[config.mk]
export PLATFORM = sky130hd
export DESIGN_NAME = dspdec_core
export DESIGN_NICKNAME = d
export VERILOG_FILES = /design/src/hw/dspdec_pkg.sv /design/src/hw/dspdec_core.sv
export SDC_FILE = /design/constraint.sdc
export NUM_CORES = 1
export LEC_CHECK = 0
export BUFFER_PORTS_ARGS = -buffer_cell sky130_fd_sc_hd__buf_4
export CAP_MARGIN = 20
export CORE_ASPECT_RATIO = 1.4
export CORE_MARGIN = 3
export CORE_UTILIZATION = 55
export CTS_BUF_LIST = sky130_fd_sc_hd__clkbuf_8
export CTS_CLUSTER_SIZE = 25
export DETAILED_ROUTE_END_ITERATION = 16
export PLACE_DENSITY = 0.8
export SLEW_MARGIN = 20
export SYNTH_ARGS = -nofsm -noshare
export SYNTH_HDL_FRONTEND = slang
export SYNTH_SLANG_ARGS = --single-unit
[constraint.sdc]
create_clock -name pclk -period 4.9 [get_ports pclk]
set_input_delay 0.98 -clock pclk [delete_from_list [all_inputs] [get_ports pclk]]
set_output_delay 0.98 -clock pclk [all_outputs]
set_load 0.01 [all_outputs]
[src/hw/dspdec_pkg.sv]
// Package for the instruction decode and issue block.
// Assumes 24-bit program words and a 32-bit APB register port.
package dspdec_pkg;
    localparam int WORD_W = 24;
    localparam int OPC_W = 8;
    localparam int OPC_LSB = 16;
    localparam int REG_W = 4;
    localparam int TLIT_W = 10;
    localparam int PADDR_W = 23;
    localparam int FILE_W = 13;
    // APB map, byte addresses
    localparam logic [7:0] REG_CTRL = 8'h00;
    localparam logic [7:0] REG_STATUS = 8'h04;
    localparam logic [7:0] REG_ISSUED = 8'h08;
    localparam logic [7:0] REG_LAST = 8'h0C;
    localparam int CTRL_EN_BIT = 0;
    // Opcodes; zero opcode is the no-operation
    localparam logic [7:0] OP_NOP = 8'h00;
    localparam logic [7:0] OP_CALLI = 8'h01;
    localparam logic [7:0] OP_CALL = 8'h02;
    localparam logic [7:0] OP_MOVL = 8'h03;
    localparam logic [7:0] OP_GOTO = 8'h04;
    localparam logic [7:0] OP_BRANCH = 8'h05;
    localparam logic [7:0] OP_GOTOI = 8'h06;
    localparam logic [7:0] OP_RET = 8'h07;
    localparam logic [7:0] OP_RETI = 8'h08;
    localparam logic [7:0] OP_SKIP = 8'h09;
    localparam logic [7:0] OP_TBLRD = 8'h0A;
    localparam logic [7:0] OP_TBLWR = 8'h0B;
    localparam logic [7:0] OP_MOVD = 8'h0C;
    localparam logic [3:0] CAT_FILE0 = 4'h3, CAT_FILE1 = 4'h4;
    localparam logic [3:0] CAT_BIT0 = 4'h5, CAT_BIT1 = 4'h6;
    localparam logic [3:0] CAT_LIT0 = 4'h7, CAT_LIT1 = 4'h8;
    localparam logic [3:0] CAT_MAC = 4'h9, CAT_ACC = 4'hA, CAT_CTRL = 4'h0;
    localparam int SZ_LSB = 0;
    localparam int LIT_SEP_BIT = 2;
    // Operand field positions inside the low 16 bits
    localparam int F_HI = 12, F_DMODE = 10, F_DEST = 6, F_SMODE = 4, F_SRC = 0;
    localparam int F_DFLT = 13, F_IND = 15, F_ONFILE = 14, F_BFILE = 4, F_BBASE = 10;
    localparam int F_BSRC = 4, F_BMODE = 8, F_TLIT = 4, F_LIT5 = 4, F_LDMODE = 9;
    localparam int F_ACC = 15, F_MUL = 12, F_XPF = 8, F_YPF = 4, F_WBACK = 0;
    localparam int F_SHREG = 14, F_SHLIT = 8, F_SHSRC = 8, F_PA_LO = 1, F_PA_HI_W = 7;
    localparam logic [9:0] LIT_BYTE_MAX = 10'h0FF;
    localparam logic [3:0] WBACK_REG = 4'hD;
    localparam logic [1:0] WBACK_NONE = 2'h0, WBACK_DIRECT = 2'h1, WBACK_POSTINC2 = 2'h2;
    localparam logic [1:0] XTRA_NONE = 2'h0, XTRA_ONE = 2'h1, XTRA_TWO = 2'h2;

    typedef enum logic [2:0] {
        DSPDEC_NOP, DSPDEC_WW, DSPDEC_FILE, DSPDEC_BIT,
        DSPDEC_LIT, DSPDEC_MAC, DSPDEC_ACC, DSPDEC_CTRL
    } dspdec_cls_t;
    typedef enum logic [1:0] {SZ_WORD, SZ_BYTE, SZ_DOUBLE, SZ_SHADOW} dspdec_size_t;
    typedef logic [3:0] dspdec_reg_t;

    typedef struct packed {
        logic carry_flag;
        logic digit_carry_flag;
        logic negative_flag;
        logic overflow_flag;
        logic zero_flag;
        logic acc_a_overflow_flag;
        logic acc_b_overflow_flag;
        logic acc_a_saturate_flag;
        logic acc_b_saturate_flag;
    } dspdec_flags_t;

    typedef struct packed {
        logic [7:0] opcode;
        dspdec_cls_t cls;
        dspdec_size_t size;
        logic shadow;
        dspdec_reg_t base_operand_reg;
        dspdec_reg_t source_operand_reg;
        logic [1:0] src_mode;
        dspdec_reg_t dest_operand_reg;
        logic [1:0] dest_mode;
        logic [12:0] file_addr;
        logic dest_is_default_working_reg;
        logic [3:0] bit_select_field;
        logic bit_from_base;
        logic bit_on_file;
        logic [9:0] ten_bit_literal;
        logic acc_b;
        logic [2:0] mul_pair;
        logic [3:0] x_prefetch;
        logic [3:0] y_prefetch;
        logic wback_en;
        logic wback_indirect;
        dspdec_reg_t acc_writeback_dest;
        logic shift_by_reg;
        logic [5:0] shift_lit;
        logic [22:0] program_address_literal;
        logic nop;
    } dspdec_dec_t;
endpackage : dspdec_pkg

[src/hw/dspdec_core.sv]
// Instruction decode and issue stage with an APB status/control port.
// Assumes program words arrive in order with valid/ready and that the
// execute stage reports condition, redirect and skip along with the word.
//
// Behaviour
// RULE_01 - Single words are 24 bits; top eight bits are the opcode.
// RULE_02 - Double-word instructions join two consecutive words into one decode.
// RULE_03 - A lone second word has zero opcode and runs as no-operation.
// RULE_04 - Plain single-word instructions take one issue slot.
// RULE_05 - True condition or redirect adds one no-operation slot.
// RULE_06 - Branch, indirect call/goto, table access take two; returns three.
// RULE_07 - Taken skip costs two slots, three when skipping a double word.
// RULE_08 - Double-word moves and double-word instructions take exactly two slots.
// RULE_09 - Register ops decode base, moded source and moded destination.
// RULE_10 - File ops decode file address and file-or-W0 destination.
// RULE_11 - Bit ops take bit from literal or base register; target W or file.
// RULE_12 - Literal arithmetic writes back to first source unless destination given.
// RULE_13 - Ten-bit literal limited to 255 in byte mode, 1023 in word.
// RULE_14 - Program address literal always has a zero least significant bit.
// RULE_15 - Four-bit bit select indexes bits 0 to 15.
// RULE_16 - Multiply ops name accumulator, multiplier pair, prefetches, write-back.
// RULE_17 - Accumulator write-back only to W13 direct or post-increment by two.
// RULE_18 - Other accumulator ops name accumulator, operand and shift source.
// RULE_19 - Keep five general and four accumulator status bits.
// RULE_20 - Size suffix selects byte, word or double; word default; shadow separate.
// RULE_21 - Extra cycles become no-operation bubbles, program order kept.
//
// The APB slave port and the address map were chosen for this implementation.
`timescale 1ns/1ps
module dspdec_core
    import dspdec_pkg::*;
#(
    parameter int CNT_W = 32
) (
    input wire logic pclk,
    input wire logic presetn,
    input wire logic psel,
    input wire logic penable,
    input wire logic pwrite,
    input wire logic [7:0] paddr,
    input wire logic [31:0] pwdata,
    output logic [31:0] prdata,
    output logic pready,
    output logic pslverr,
    input wire logic [WORD_W-1:0] fetch_word,
    input wire logic fetch_valid,
    output logic fetch_ready,
    input wire logic ex_cond_true,
    input wire logic ex_pc_redirect,
    input wire logic ex_skip_taken,
    input wire logic flag_we,
    input wire dspdec_flags_t flag_in,
    output logic issue_valid,
    output logic issue_bubble,
    output dspdec_dec_t issue_dec,
    output dspdec_flags_t status_flags
);
    typedef enum logic [1:0] {ST_RUN, ST_SECOND, ST_SKIP2} dspdec_state_t;

    dspdec_state_t state_r, state_nxt;
    logic en_r;
    logic skip_pend_r, skip_pend_nxt;
    logic [1:0] bub_r, bub_nxt;
    logic [WORD_W-1:0] w1_r;
    logic [CNT_W-1:0] issued_r;
    logic [WORD_W-1:0] last_r;
    logic issue_valid_r, issue_valid_nxt, issue_bubble_r, issue_bubble_nxt;
    dspdec_dec_t dec_r, dec_nxt;
    dspdec_flags_t flags_r;

    function automatic dspdec_cls_t op_class(input logic [7:0] op);
        logic [3:0] cat;
        cat = op[7:4];
        if (op == OP_NOP) op_class = DSPDEC_NOP;
        else if (cat == CAT_CTRL) op_class = DSPDEC_CTRL;
        else if (cat == CAT_FILE0 || cat == CAT_FILE1) op_class = DSPDEC_FILE;
        else if (cat == CAT_BIT0 || cat == CAT_BIT1) op_class = DSPDEC_BIT;
        else if (cat == CAT_LIT0 || cat == CAT_LIT1) op_class = DSPDEC_LIT;
        else if (cat == CAT_MAC) op_class = DSPDEC_MAC;
        else if (cat == CAT_ACC) op_class = DSPDEC_ACC;
        else op_class = DSPDEC_WW;
    endfunction : op_class

    function automatic dspdec_dec_t decode(input logic [WORD_W-1:0] w,
                                           input logic [WORD_W-1:0] w2);
        dspdec_dec_t d;
        logic [TLIT_W-1:0] lit;
        d = '0;
        d.opcode = w[OPC_LSB +: OPC_W]; // RULE_01
        d.cls = op_class(d.opcode);
        d.size = dspdec_size_t'(d.opcode[SZ_LSB +: 2]); // RULE_20
        d.shadow = (d.size == SZ_SHADOW); // RULE_20
        if (d.shadow) d.size = SZ_WORD;
        if (d.cls == DSPDEC_CTRL || d.cls == DSPDEC_MAC || d.cls == DSPDEC_ACC) begin
            d.size = SZ_WORD;
            d.shadow = 1'b0;
        end
        unique case (d.cls)
            DSPDEC_NOP: d.nop = 1'b1; // RULE_03
            DSPDEC_WW: begin // RULE_09
                d.base_operand_reg = w[F_HI +: REG_W];
                d.dest_mode = w[F_DMODE +: 2];
                d.dest_operand_reg = w[F_DEST +: REG_W];
                d.src_mode = w[F_SMODE +: 2];
                d.source_operand_reg = w[F_SRC +: REG_W];
            end
            DSPDEC_FILE: begin // RULE_10
                d.file_addr = w[0 +: FILE_W];
                d.dest_is_default_working_reg = w[F_DFLT];
            end
            DSPDEC_BIT: begin // RULE_11
                d.bit_from_base = w[F_IND];
                d.bit_on_file = w[F_ONFILE];
                d.bit_select_field = w[0 +: REG_W]; // RULE_15
                d.base_operand_reg = w[F_BBASE +: REG_W];
                if (w[F_ONFILE]) d.file_addr = {3'h0, w[F_BFILE +: TLIT_W]};
                else begin
                    d.source_operand_reg = w[F_BSRC +: REG_W];
                    d.src_mode = w[F_BMODE +: 2];
                end
            end
            DSPDEC_LIT: begin
                if (d.opcode[LIT_SEP_BIT]) begin // RULE_12
                    d.base_operand_reg = w[F_HI +: REG_W];
                    d.ten_bit_literal = {5'h00, w[F_LIT5 +: 5]};
                    d.dest_mode = w[F_LDMODE +: 2];
                    d.dest_operand_reg = w[F_SRC +: REG_W];
                end else begin
                    lit = w[F_TLIT +: TLIT_W];
                    // Byte mode masks the literal to its low eight bits rather than faulting
                    if (d.size == SZ_BYTE) lit = lit & LIT_BYTE_MAX; // RULE_13
                    d.ten_bit_literal = lit;
                    d.base_operand_reg = w[F_SRC +: REG_W]; // RULE_12
                    d.dest_operand_reg = w[F_SRC +: REG_W]; // RULE_12
                end
            end
            DSPDEC_MAC: begin // RULE_16
                d.acc_b = w[F_ACC];
                d.mul_pair = w[F_MUL +: 3];
                d.x_prefetch = w[F_XPF +: 4];
                d.y_prefetch = w[F_YPF +: 4];
                // Reserved write-back code behaves as none
                d.wback_en = (w[F_WBACK +: 2] == WBACK_DIRECT)
                    || (w[F_WBACK +: 2] == WBACK_POSTINC2);
                d.wback_indirect = (w[F_WBACK +: 2] == WBACK_POSTINC2); // RULE_17
                d.acc_writeback_dest = d.wback_en ? WBACK_REG : '0; // RULE_17
            end
            DSPDEC_ACC: begin // RULE_18
                d.acc_b = w[F_ACC];
                d.shift_by_reg = w[F_SHREG];
                if (w[F_SHREG]) d.base_operand_reg = w[F_SHSRC +: REG_W];
                else d.shift_lit = w[F_SHLIT +: 6];
                d.src_mode = w[F_SMODE +: 2];
                d.source_operand_reg = w[F_SRC +: REG_W];
            end
            DSPDEC_CTRL: // RULE_02 RULE_14
                d.program_address_literal = {w2[0 +: F_PA_HI_W], w[F_PA_LO +: 15], 1'b0};
        endcase
        decode = d;
    endfunction : decode

    wire logic [7:0] in_op = fetch_word[OPC_LSB +: OPC_W];
    wire logic in_dword = (in_op == OP_GOTO) || (in_op == OP_CALL) || (in_op == OP_MOVL);
    wire logic in_ret = (in_op == OP_RET) || (in_op == OP_RETI);
    wire logic in_fixed2 = (in_op == OP_BRANCH) || (in_op == OP_CALLI) || (in_op == OP_GOTOI)
        || (in_op == OP_TBLRD) || (in_op == OP_TBLWR) || (in_op == OP_MOVD);
    wire logic in_skip = (in_op == OP_SKIP) && ex_skip_taken;
    wire logic acc = fetch_valid && fetch_ready;
    wire logic [1:0] in_extra = in_ret ? XTRA_TWO : // RULE_06
        in_fixed2 ? XTRA_ONE : // RULE_06 RULE_08
        (ex_cond_true || ex_pc_redirect) ? XTRA_ONE : XTRA_NONE; // RULE_04 RULE_05

    // Stall fetch while bubbles drain so program order is kept
    assign fetch_ready = en_r && (bub_r == XTRA_NONE); // RULE_21

    always_comb begin
        state_nxt = state_r;
        skip_pend_nxt = skip_pend_r;
        bub_nxt = bub_r;
        issue_valid_nxt = 1'b0;
        issue_bubble_nxt = 1'b0;
        dec_nxt = dec_r;
        if (bub_r != XTRA_NONE) begin
            bub_nxt = bub_r - 2'd1;
            issue_valid_nxt = 1'b1;
            issue_bubble_nxt = 1'b1; // RULE_21
        end else if (acc) begin
            unique case (state_r)
                ST_RUN: begin
                    if (skip_pend_r) begin // RULE_07
                        skip_pend_nxt = 1'b0;
                        issue_valid_nxt = 1'b1;
                        issue_bubble_nxt = 1'b1;
                        if (in_dword) state_nxt = ST_SKIP2;
                    end else if (in_dword) begin
                        state_nxt = ST_SECOND; // RULE_02
                    end else begin
                        issue_valid_nxt = 1'b1;
                        dec_nxt = decode(fetch_word, '0);
                        bub_nxt = in_extra;
                        skip_pend_nxt = in_skip; // RULE_07
                    end
                end
                ST_SECOND: begin
                    issue_valid_nxt = 1'b1;
                    dec_nxt = decode(w1_r, fetch_word); // RULE_02
                    bub_nxt = XTRA_ONE; // RULE_08
                    state_nxt = ST_RUN;
                end
                ST_SKIP2: begin
                    issue_valid_nxt = 1'b1;
                    issue_bubble_nxt = 1'b1; // RULE_07
                    state_nxt = ST_RUN;
                end
            endcase
        end
    end

    always_ff @(posedge pclk or negedge presetn) begin
        if (!presetn) begin
            state_r <= ST_RUN;
            skip_pend_r <= 1'b0;
            bub_r <= XTRA_NONE;
            issue_valid_r <= 1'b0;
            issue_bubble_r <= 1'b0;
            dec_r <= '0;
            w1_r <= '0;
        end else begin
            state_r <= state_nxt;
            skip_pend_r <= skip_pend_nxt;
            bub_r <= bub_nxt;
            issue_valid_r <= issue_valid_nxt;
            issue_bubble_r <= issue_bubble_nxt;
            dec_r <= dec_nxt;
            if (acc && state_r == ST_RUN) w1_r <= fetch_word;
        end
    end

    assign issue_valid = issue_valid_r;
    assign issue_bubble = issue_bubble_r;
    assign issue_dec = dec_r;
    assign status_flags = flags_r;

    // APB slave, zero wait states
    wire logic apb_wr = psel && penable && pwrite;
    wire logic hit_ctrl = (paddr == REG_CTRL);
    wire logic hit_status = (paddr == REG_STATUS);
    wire logic hit_issued = (paddr == REG_ISSUED);
    wire logic hit_last = (paddr == REG_LAST);
    wire logic hit_any = hit_ctrl || hit_status || hit_issued || hit_last;
    wire logic real_issue = issue_valid_nxt && !issue_bubble_nxt;
    assign pready = 1'b1;
    assign pslverr = psel && penable && !hit_any;
    assign prdata = hit_ctrl ? {31'h0, en_r} :
        hit_status ? {23'h0, flags_r} :
        hit_issued ? 32'(issued_r) :
        hit_last ? {8'h00, last_r} : 32'h0;

    always_ff @(posedge pclk or negedge presetn) begin
        if (!presetn) begin
            en_r <= 1'b0;
            flags_r <= '0;
            issued_r <= '0;
            last_r <= '0;
        end else begin
            if (apb_wr && hit_ctrl) en_r <= pwdata[CTRL_EN_BIT];
            if (flag_we) flags_r <= flag_in; // RULE_19
            if (real_issue) issued_r <= issued_r + 1'b1;
            if (acc) last_r <= fetch_word;
        end
    end

    wire logic plain_acc = acc && state_r == ST_RUN && !skip_pend_r && !in_dword
        && bub_r == XTRA_NONE;
endmodule : dspdec_core

==> impl_metrics.tcl, run 1 <==
set metrics [dict create \
    max-slew-margin-rel 0.1899 \
    ant_nets 0 \
    root_buffer "clkbuf_8" \
    hpwl_mm 23.67 \
    final-setup-viol-count 0 \
    postLayoutCellArea_sq_um 13500 \
    io-pin-count 238 \
    initial_core_util 0.5615 \
    status "complete, no violations" \
    grt_usage 0.2999 \
    cts_tree "yes" \
    clock-sinks 201 \
    syn-cell-area_sq_um 11180 \
    grt_setup_unrepaired "no" \
    core-area_sq_um 19920 \
    place_area_sq_um 12770 \
    die_height_um 174.7 \
    drt_iter0_drc 1087 \
    worst_r2r_endpoint "issue_dec[73]" \
    crit_fanout 23 \
    wl_per_cell_um 22.48 \
    synth_top_family_by_area "compound AO/OA/AOI/OAI gates" \
    synth-compound-area-share 0.1760 \
    synth_fa_ha_area_frac 0.006712 \
    areaGrowthSynthToFinish_pct 20.74 \
    fin_setup_tns_ns 0 \
    leakagePower_uw 0.006365 \
    crit_path_start_kind "input port" \
    path_clk_slew_ns 0.07 \
    via_per_inst 6.439 \
    ys.flop_type "dfrtp_1" \
    yosysSeqAreaShare 0.4497 \
    fin_crit_ns 3.626 \
    grt_pass1_wl_mm 53.07 \
    report.final.slew_viol_count 0 \
    h-tree-depth 1 \
    rr_startpoint "state_r[0]" \
    firstDrtPassIters 5 \
    maxCapViolCount 0 \
    power_density_nw_per_um2 279.3 \
    die_area_sq_um 22110 \
    yosys.area_share.simple 0.1256 \
    peakVddDrop_uv 198.3 \
    finalHoldViolations 0 \
    io_buffers 203 \
    synthDistinctLibCells 69 \
    synthMuxAreaShare 0.1589 \
    avgSynthCellArea_sq_um 10.22 \
    drive_gt1_frac 0.3217 \
    synthCells 1094 \
    end_kind "primary output" \
    num_vias 9890 \
    crit_required_ns 3.92 \
    synth_edf_count 0 \
    regToRegSetupSlack_ns 1.85 \
    skew_ns 0.01703 \
    critPathKind "in -> out" \
    tightest_slew_ns 1.210 \
    first_global_vias 9686 \
    cts_hold_buf 0 \
    fin_crit_sh 0.7399 \
    synth_xor_area_frac 0.02819 \
    hold_path_class "in -> async" \
    pre_cts_slack_ns 1.019 \
    grt_antenna_before_repair 0 \
    route.detailed.drc 0 \
    max_freq_ghz 0.2758 \
    fillers 1548 \
    drt-total-wl_mm 34.52 \
    finalWorstSetupSlack_ns 1.274 \
    r2r_cells 8 \
    die_width_um 126.5 \
    ys_seq_elements 201 \
    yosysWarnings 0 \
    async_flop_share 1.000 \
    cp_data_arrival_time_ns 2.65 \
    nets 1349 \
    overflow 0 \
    diodes 0 \
    cts_buffer_depth 3 \
    grt_max_degree 130 \
    postCtsSetupBuffers 0 \
    cts_resized 0 \
    worstSkewPairLatency_ns 0.57 \
    numCtsBuffers 30 \
    rows 61 \
    place_congestion 0.9646 \
]
## final cells by class
cell class | instances | area, sq um | share of cell area
Multi-Input combinational cell | 754 | 5558 | 0.4116
Sequential cell | 201 | 5030 | 0.3725
Timing Repair Buffer | 221 | 1698 | 0.1257
Clock buffer | 41 | 564.3 | 0.04179
Tap cell | 252 | 315.3 | 0.02335
Inverter | 52 | 195.2 | 0.01445
Clock inverter | 15 | 143.9 | 0.01066
## worst max-delay path by stage
stage,startpoint,to,slack [ns],depth (start not counted)
4_1_cts,paddr[5],prdata[19],1.24,5
6_report,paddr[5],prdata[19],1.27,5
5_1_grt,paddr[5],prdata[19],1.05,5
2_1_floorplan,paddr[5],prdata[14],1.73,5
3_5_place_dp,fetch_word[21],issue_dec[74],1.02,8
3_3_place_gp,fetch_word[21],issue_dec[88],1.05,8
## flip-flops by register name, summed over array words and instances, names as in the netlist, 2 cells and up
signal / flops
w1_r: 24
bub_r: 2
last_r: 24
issued_r: 32
status_flags: 9
issue_dec: 104
state_r: 2
## metal layers
metal	GRT usage	routed length [um]	vias up
li1	-	-	4348
met1	0.3795	13170	4836
met2	0.4951	16620	583
met3	0.04067	2631	123
met4	0.1668	2102	0
met5	0	0	-
## logic make-up after synthesis
family | after synthesis
AO/OA/AOI/OAI | 285
XOR/XNOR | 36
adder cells (fa/ha/maj) | 6
buffers and inverters | 140
flip-flops | 201
multiplexers | 147
other | 2
AND/OR/NAND/NOR | 277
## Yosys cell counts (all sizes together), types with 14 or more instances
library cell / number / share of area
o32ai: 14 / 0.011
nand2b: 24 / 0.013
o22ai: 57 / 0.032
o21ai: 47 / 0.021
inv: 52 / 0.017
nand2: 82 / 0.028
dfrtp: 201 / 0.45
a2bb2oi: 23 / 0.018
nor3: 15 / 0.0067
xor2: 21 / 0.016
nor2: 55 / 0.018
buf: 26 / 0.016
a21oi: 38 / 0.017
clkbuf: 62 / 0.021
mux2i: 14 / 0.013
a22o: 18 / 0.014
xnor2: 15 / 0.012
mux2: 132 / 0.14
nand3: 23 / 0.010
## per-stage QoR
stage	power, uW	hold slack (ns)	cells	utilization
final	3772	0.3271	1536	0.6779
after global routing	3902	0.3375	1536	0.6779
after CTS	3783	0.4791	1535	0.6765
after detailed placement	2209	0.4704	1479	0.6410
after global placement	2198	0.4490	1479	0.6410
after floorplan	2017	0.4336	1095	-
## cell usage in the layout (no fill, tap or decap), types with 4 or more instances in the layout
cell type	n
nor4_1	11
nand2b_1	24
a22oi_1	12
inv_1	59
a22o_1	18
a32oi_1	13
a31oi_1	9
and3_1	9
mux2_4	34
mux2_2	98
o211ai_1	7
nor2_1	55
ha_1	5
a211oi_1	7
nand3_1	23
nor3_1	15
o21ai_0	46
o221ai_1	7
clkinv_2	4
xnor2_1	15
a21oi_1	38
dfrtp_1	201
mux2i_1	14
a21o_1	6
a2bb2oi_1	23
nand2_1	82
xor2_1	21
o32ai_1	14
nand4_1	13
nor2b_1	7
buf_4	218
clkbuf_8	42
and2_1	11
o22ai_1	57
## worst max-delay path, stage by stage
cell,delay (ns)
buf_4,0.11
nor4_1,0.38
and3_1,0.74
a22o_1,0.30
buf_4,0.13
## report_power, final
group | switching (uW) | leakage, uW | internal, uW
Combinational | 285 | 0.00326 | 178
Clock | 678 | 0.000390 | 904
Sequential | 28.1 | 0.00271 | 1700
Power figures use the tool's default switching activity.
==> inputs of run 2 (changes only) <==
--- a/config.mk
+++ b/config.mk
@@ -9,7 +9,7 @@
 export CAP_MARGIN = 20
 export CORE_ASPECT_RATIO = 1.4
 export CORE_MARGIN = 3
-export CORE_UTILIZATION = 55
+export CORE_UTILIZATION = 52
 export CTS_BUF_LIST = sky130_fd_sc_hd__clkbuf_8
 export CTS_CLUSTER_SIZE = 25
 export DETAILED_ROUTE_END_ITERATION = 16
==> constraint.sdc (replaced) <==
create_clock -name pclk -period 3.1 [get_ports pclk]
set_input_delay 0.62 -clock pclk [delete_from_list [all_inputs] [get_ports pclk]]
set_output_delay 0.62 -clock pclk [all_outputs]
set_load 0.01 [all_outputs]
==> run 2 against run 1 <==
  * Clock power grew 46%
  * Cell area grew 1.9%
  * Die area grew 5.5%
  * Largest cell class unchanged
==> impl_metrics.tcl, run 2 (synthesized netlist as in run 1, its figures left out) <==
set metrics [dict create \
    worstSkewPairLatency_ns 0.57 \
    fin_crit_sh 0.8408 \
    critPathKind "in -> out" \
    end_kind "primary output" \
    max-slew-margin-rel 0.4051 \
    final-setup-viol-count 0 \
    finalHoldViolations 0 \
    nets 1384 \
    skew_ns 0.01740 \
    cp_data_arrival_time_ns 1.99 \
    worst_r2r_endpoint "issued_r[24]" \
    fin_crit_ns 2.606 \
    numCtsBuffers 31 \
    report.final.slew_viol_count 0 \
    tightest_slew_ns 0.8902 \
    die_width_um 130.0 \
    grt_pass1_wl_mm 55.88 \
    cts_hold_buf 0 \
    drive_gt1_frac 0.3397 \
    crit_required_ns 2.48 \
    die_height_um 179.5 \
    wl_per_cell_um 22.59 \
    grt_setup_unrepaired "no" \
    critPathBufInv 3 \
    grt_max_degree 77 \
    io_buffers 203 \
    p_total_uw 5808 \
    rows 62 \
    maxCapViolCount 0 \
    grt_antenna_before_repair 0 \
    crit_path_start_kind "input port" \
    status "complete, no violations" \
    cts_tree "yes" \
    regToRegSetupSlack_ns 0.54 \
    hold_path_class "in -> async" \
    final_util 0.6617 \
    route.detailed.drc 0 \
    num_vias 9930 \
    postCtsSetupBuffers 0 \
    layout_commonest_cell "buf_4" \
    cts_resized 0 \
    h-tree-depth 1 \
    clock-sinks 201 \
    fin_setup_tns_ns 0 \
    crit_top_cell "buf_4" \
    crit_fanout 23 \
    rr_startpoint "state_r[0]" \
    areaGrowthSynthToFinish_pct 23.00 \
    cp_slowest_stage_delay_ns 0.39 \
    grt_usage 0.2992 \
    initial_core_util 0.5380 \
    drt-total-wl_mm 35.51 \
    critPathTopFamily "simple AND/OR/NAND/NOR gates" \
    io-pin-count 238 \
    leakagePower_uw 0.006510 \
    layout_common_cells "247 x buf_4, 201 x dfrtp_1, 98 x mux2_2" \
    core-area_sq_um 20790 \
    largest_register_ffs 104 \
    path_clk_slew_ns 0.06 \
    fillers 1654 \
    max_freq_ghz 0.3837 \
    die_area_sq_um 23330 \
    cts_buffer_depth 3 \
    overflow 0 \
    hpwl_mm 25.33 \
    r2r_cells 9 \
    power_density_nw_per_um2 422.2 \
    drt_iter0_drc 1130 \
    crit_path_cell_trace "buf_4, nor4_1, and3_1, buf_4, a22o_1, buf_4" \
    ant_nets 0 \
    root_buffer "clkbuf_8" \
    firstDrtPassIters 7 \
    via_per_inst 6.317 \
    cpMaxStageDelayCell "nor4_1" \
    peakVddDrop_uv 324.4 \
    place_congestion 0.9497 \
    diodes 0 \
    first_global_vias 10230 \
]
==> run 2: cell types whose count changed in the layout (fill, tap and decap cells not counted) <==
cell	change
bufinv_16	-2
clkbuf_8	-1
inv_1	-1
buf_12	+6
nor3_1	-1
buf_16	-1
buf_4	+29
nor3_2	+1
clkinv_2	+2
==> run 2: layout make-up <==
class	instances	area [sq um]	share of cell area
multi-input cells	754	5563	0.4044
flip-flops and latches	201	5030	0.3656
repair buffers	255	2008	0.1460
clock buffers	40	550.5	0.04002
well taps	256	320.3	0.02328
inverters	52	195.2	0.01419
clock inverters	14	90.09	0.006548
==> run 2: routing by layer <==
metal	global-route usage	wire length, um
met5	0	0
met4	0.1452	2103
met3	0.04572	2366
met2	0.4999	17420
met1	0.3752	13620
==> run 2: worst reg2reg max path: cells and delay by family (launching register included) <==
| family | cells | cell delay [ns] |
|---|---|---|
| compound gates | 1 | 0.38 |
| flops | 1 | 0.35 |
| buf+inv | 3 | 0.49 |
| xor+xnor | 1 | 0.15 |
| fa+ha+maj | 1 | 0.30 |
| simple gates | 3 | 0.77 |
==> run 2: stage by stage <==
step	std cells	setup slack [ns]	hold slack, ns	area, sq um
4_1_cts	1572	0.4928	0.1026	13760
3_3_place_gp	1518	0.2869	0.4518	13110
3_5_place_dp	1518	0.2516	0.4490	13120
5_1_grt	1572	0.3517	0.1275	13760
6_report	1572	0.4935	0.08308	13760
2_1_floorplan	1095	0.3338	0.3244	11190
==> run 2: worst max-delay path by stage <==
stage                              start        endpoint  slack [ns]  cells past startpoint
after floorplan           fetch_word[22]  issue_dec[100]        0.33                      9
after global placement    fetch_word[18]   issue_dec[64]        0.29                      7
after detailed placement  fetch_word[18]   issue_dec[43]        0.25                      7
after CTS                       paddr[5]      prdata[19]        0.49                      6
after global routing            paddr[5]      prdata[18]        0.35                      7
final                           paddr[5]      prdata[19]        0.49                      6
==> run 2: report_power, final <==
group | leakage (uW) | internal, uW | total (uW) | switching (uW)
clock | 0.000357 | 1230 | 2310 | 1070
combinational | 0.00344 | 307 | 769 | 462
sequential | 0.00271 | 2690 | 2730 | 45.0
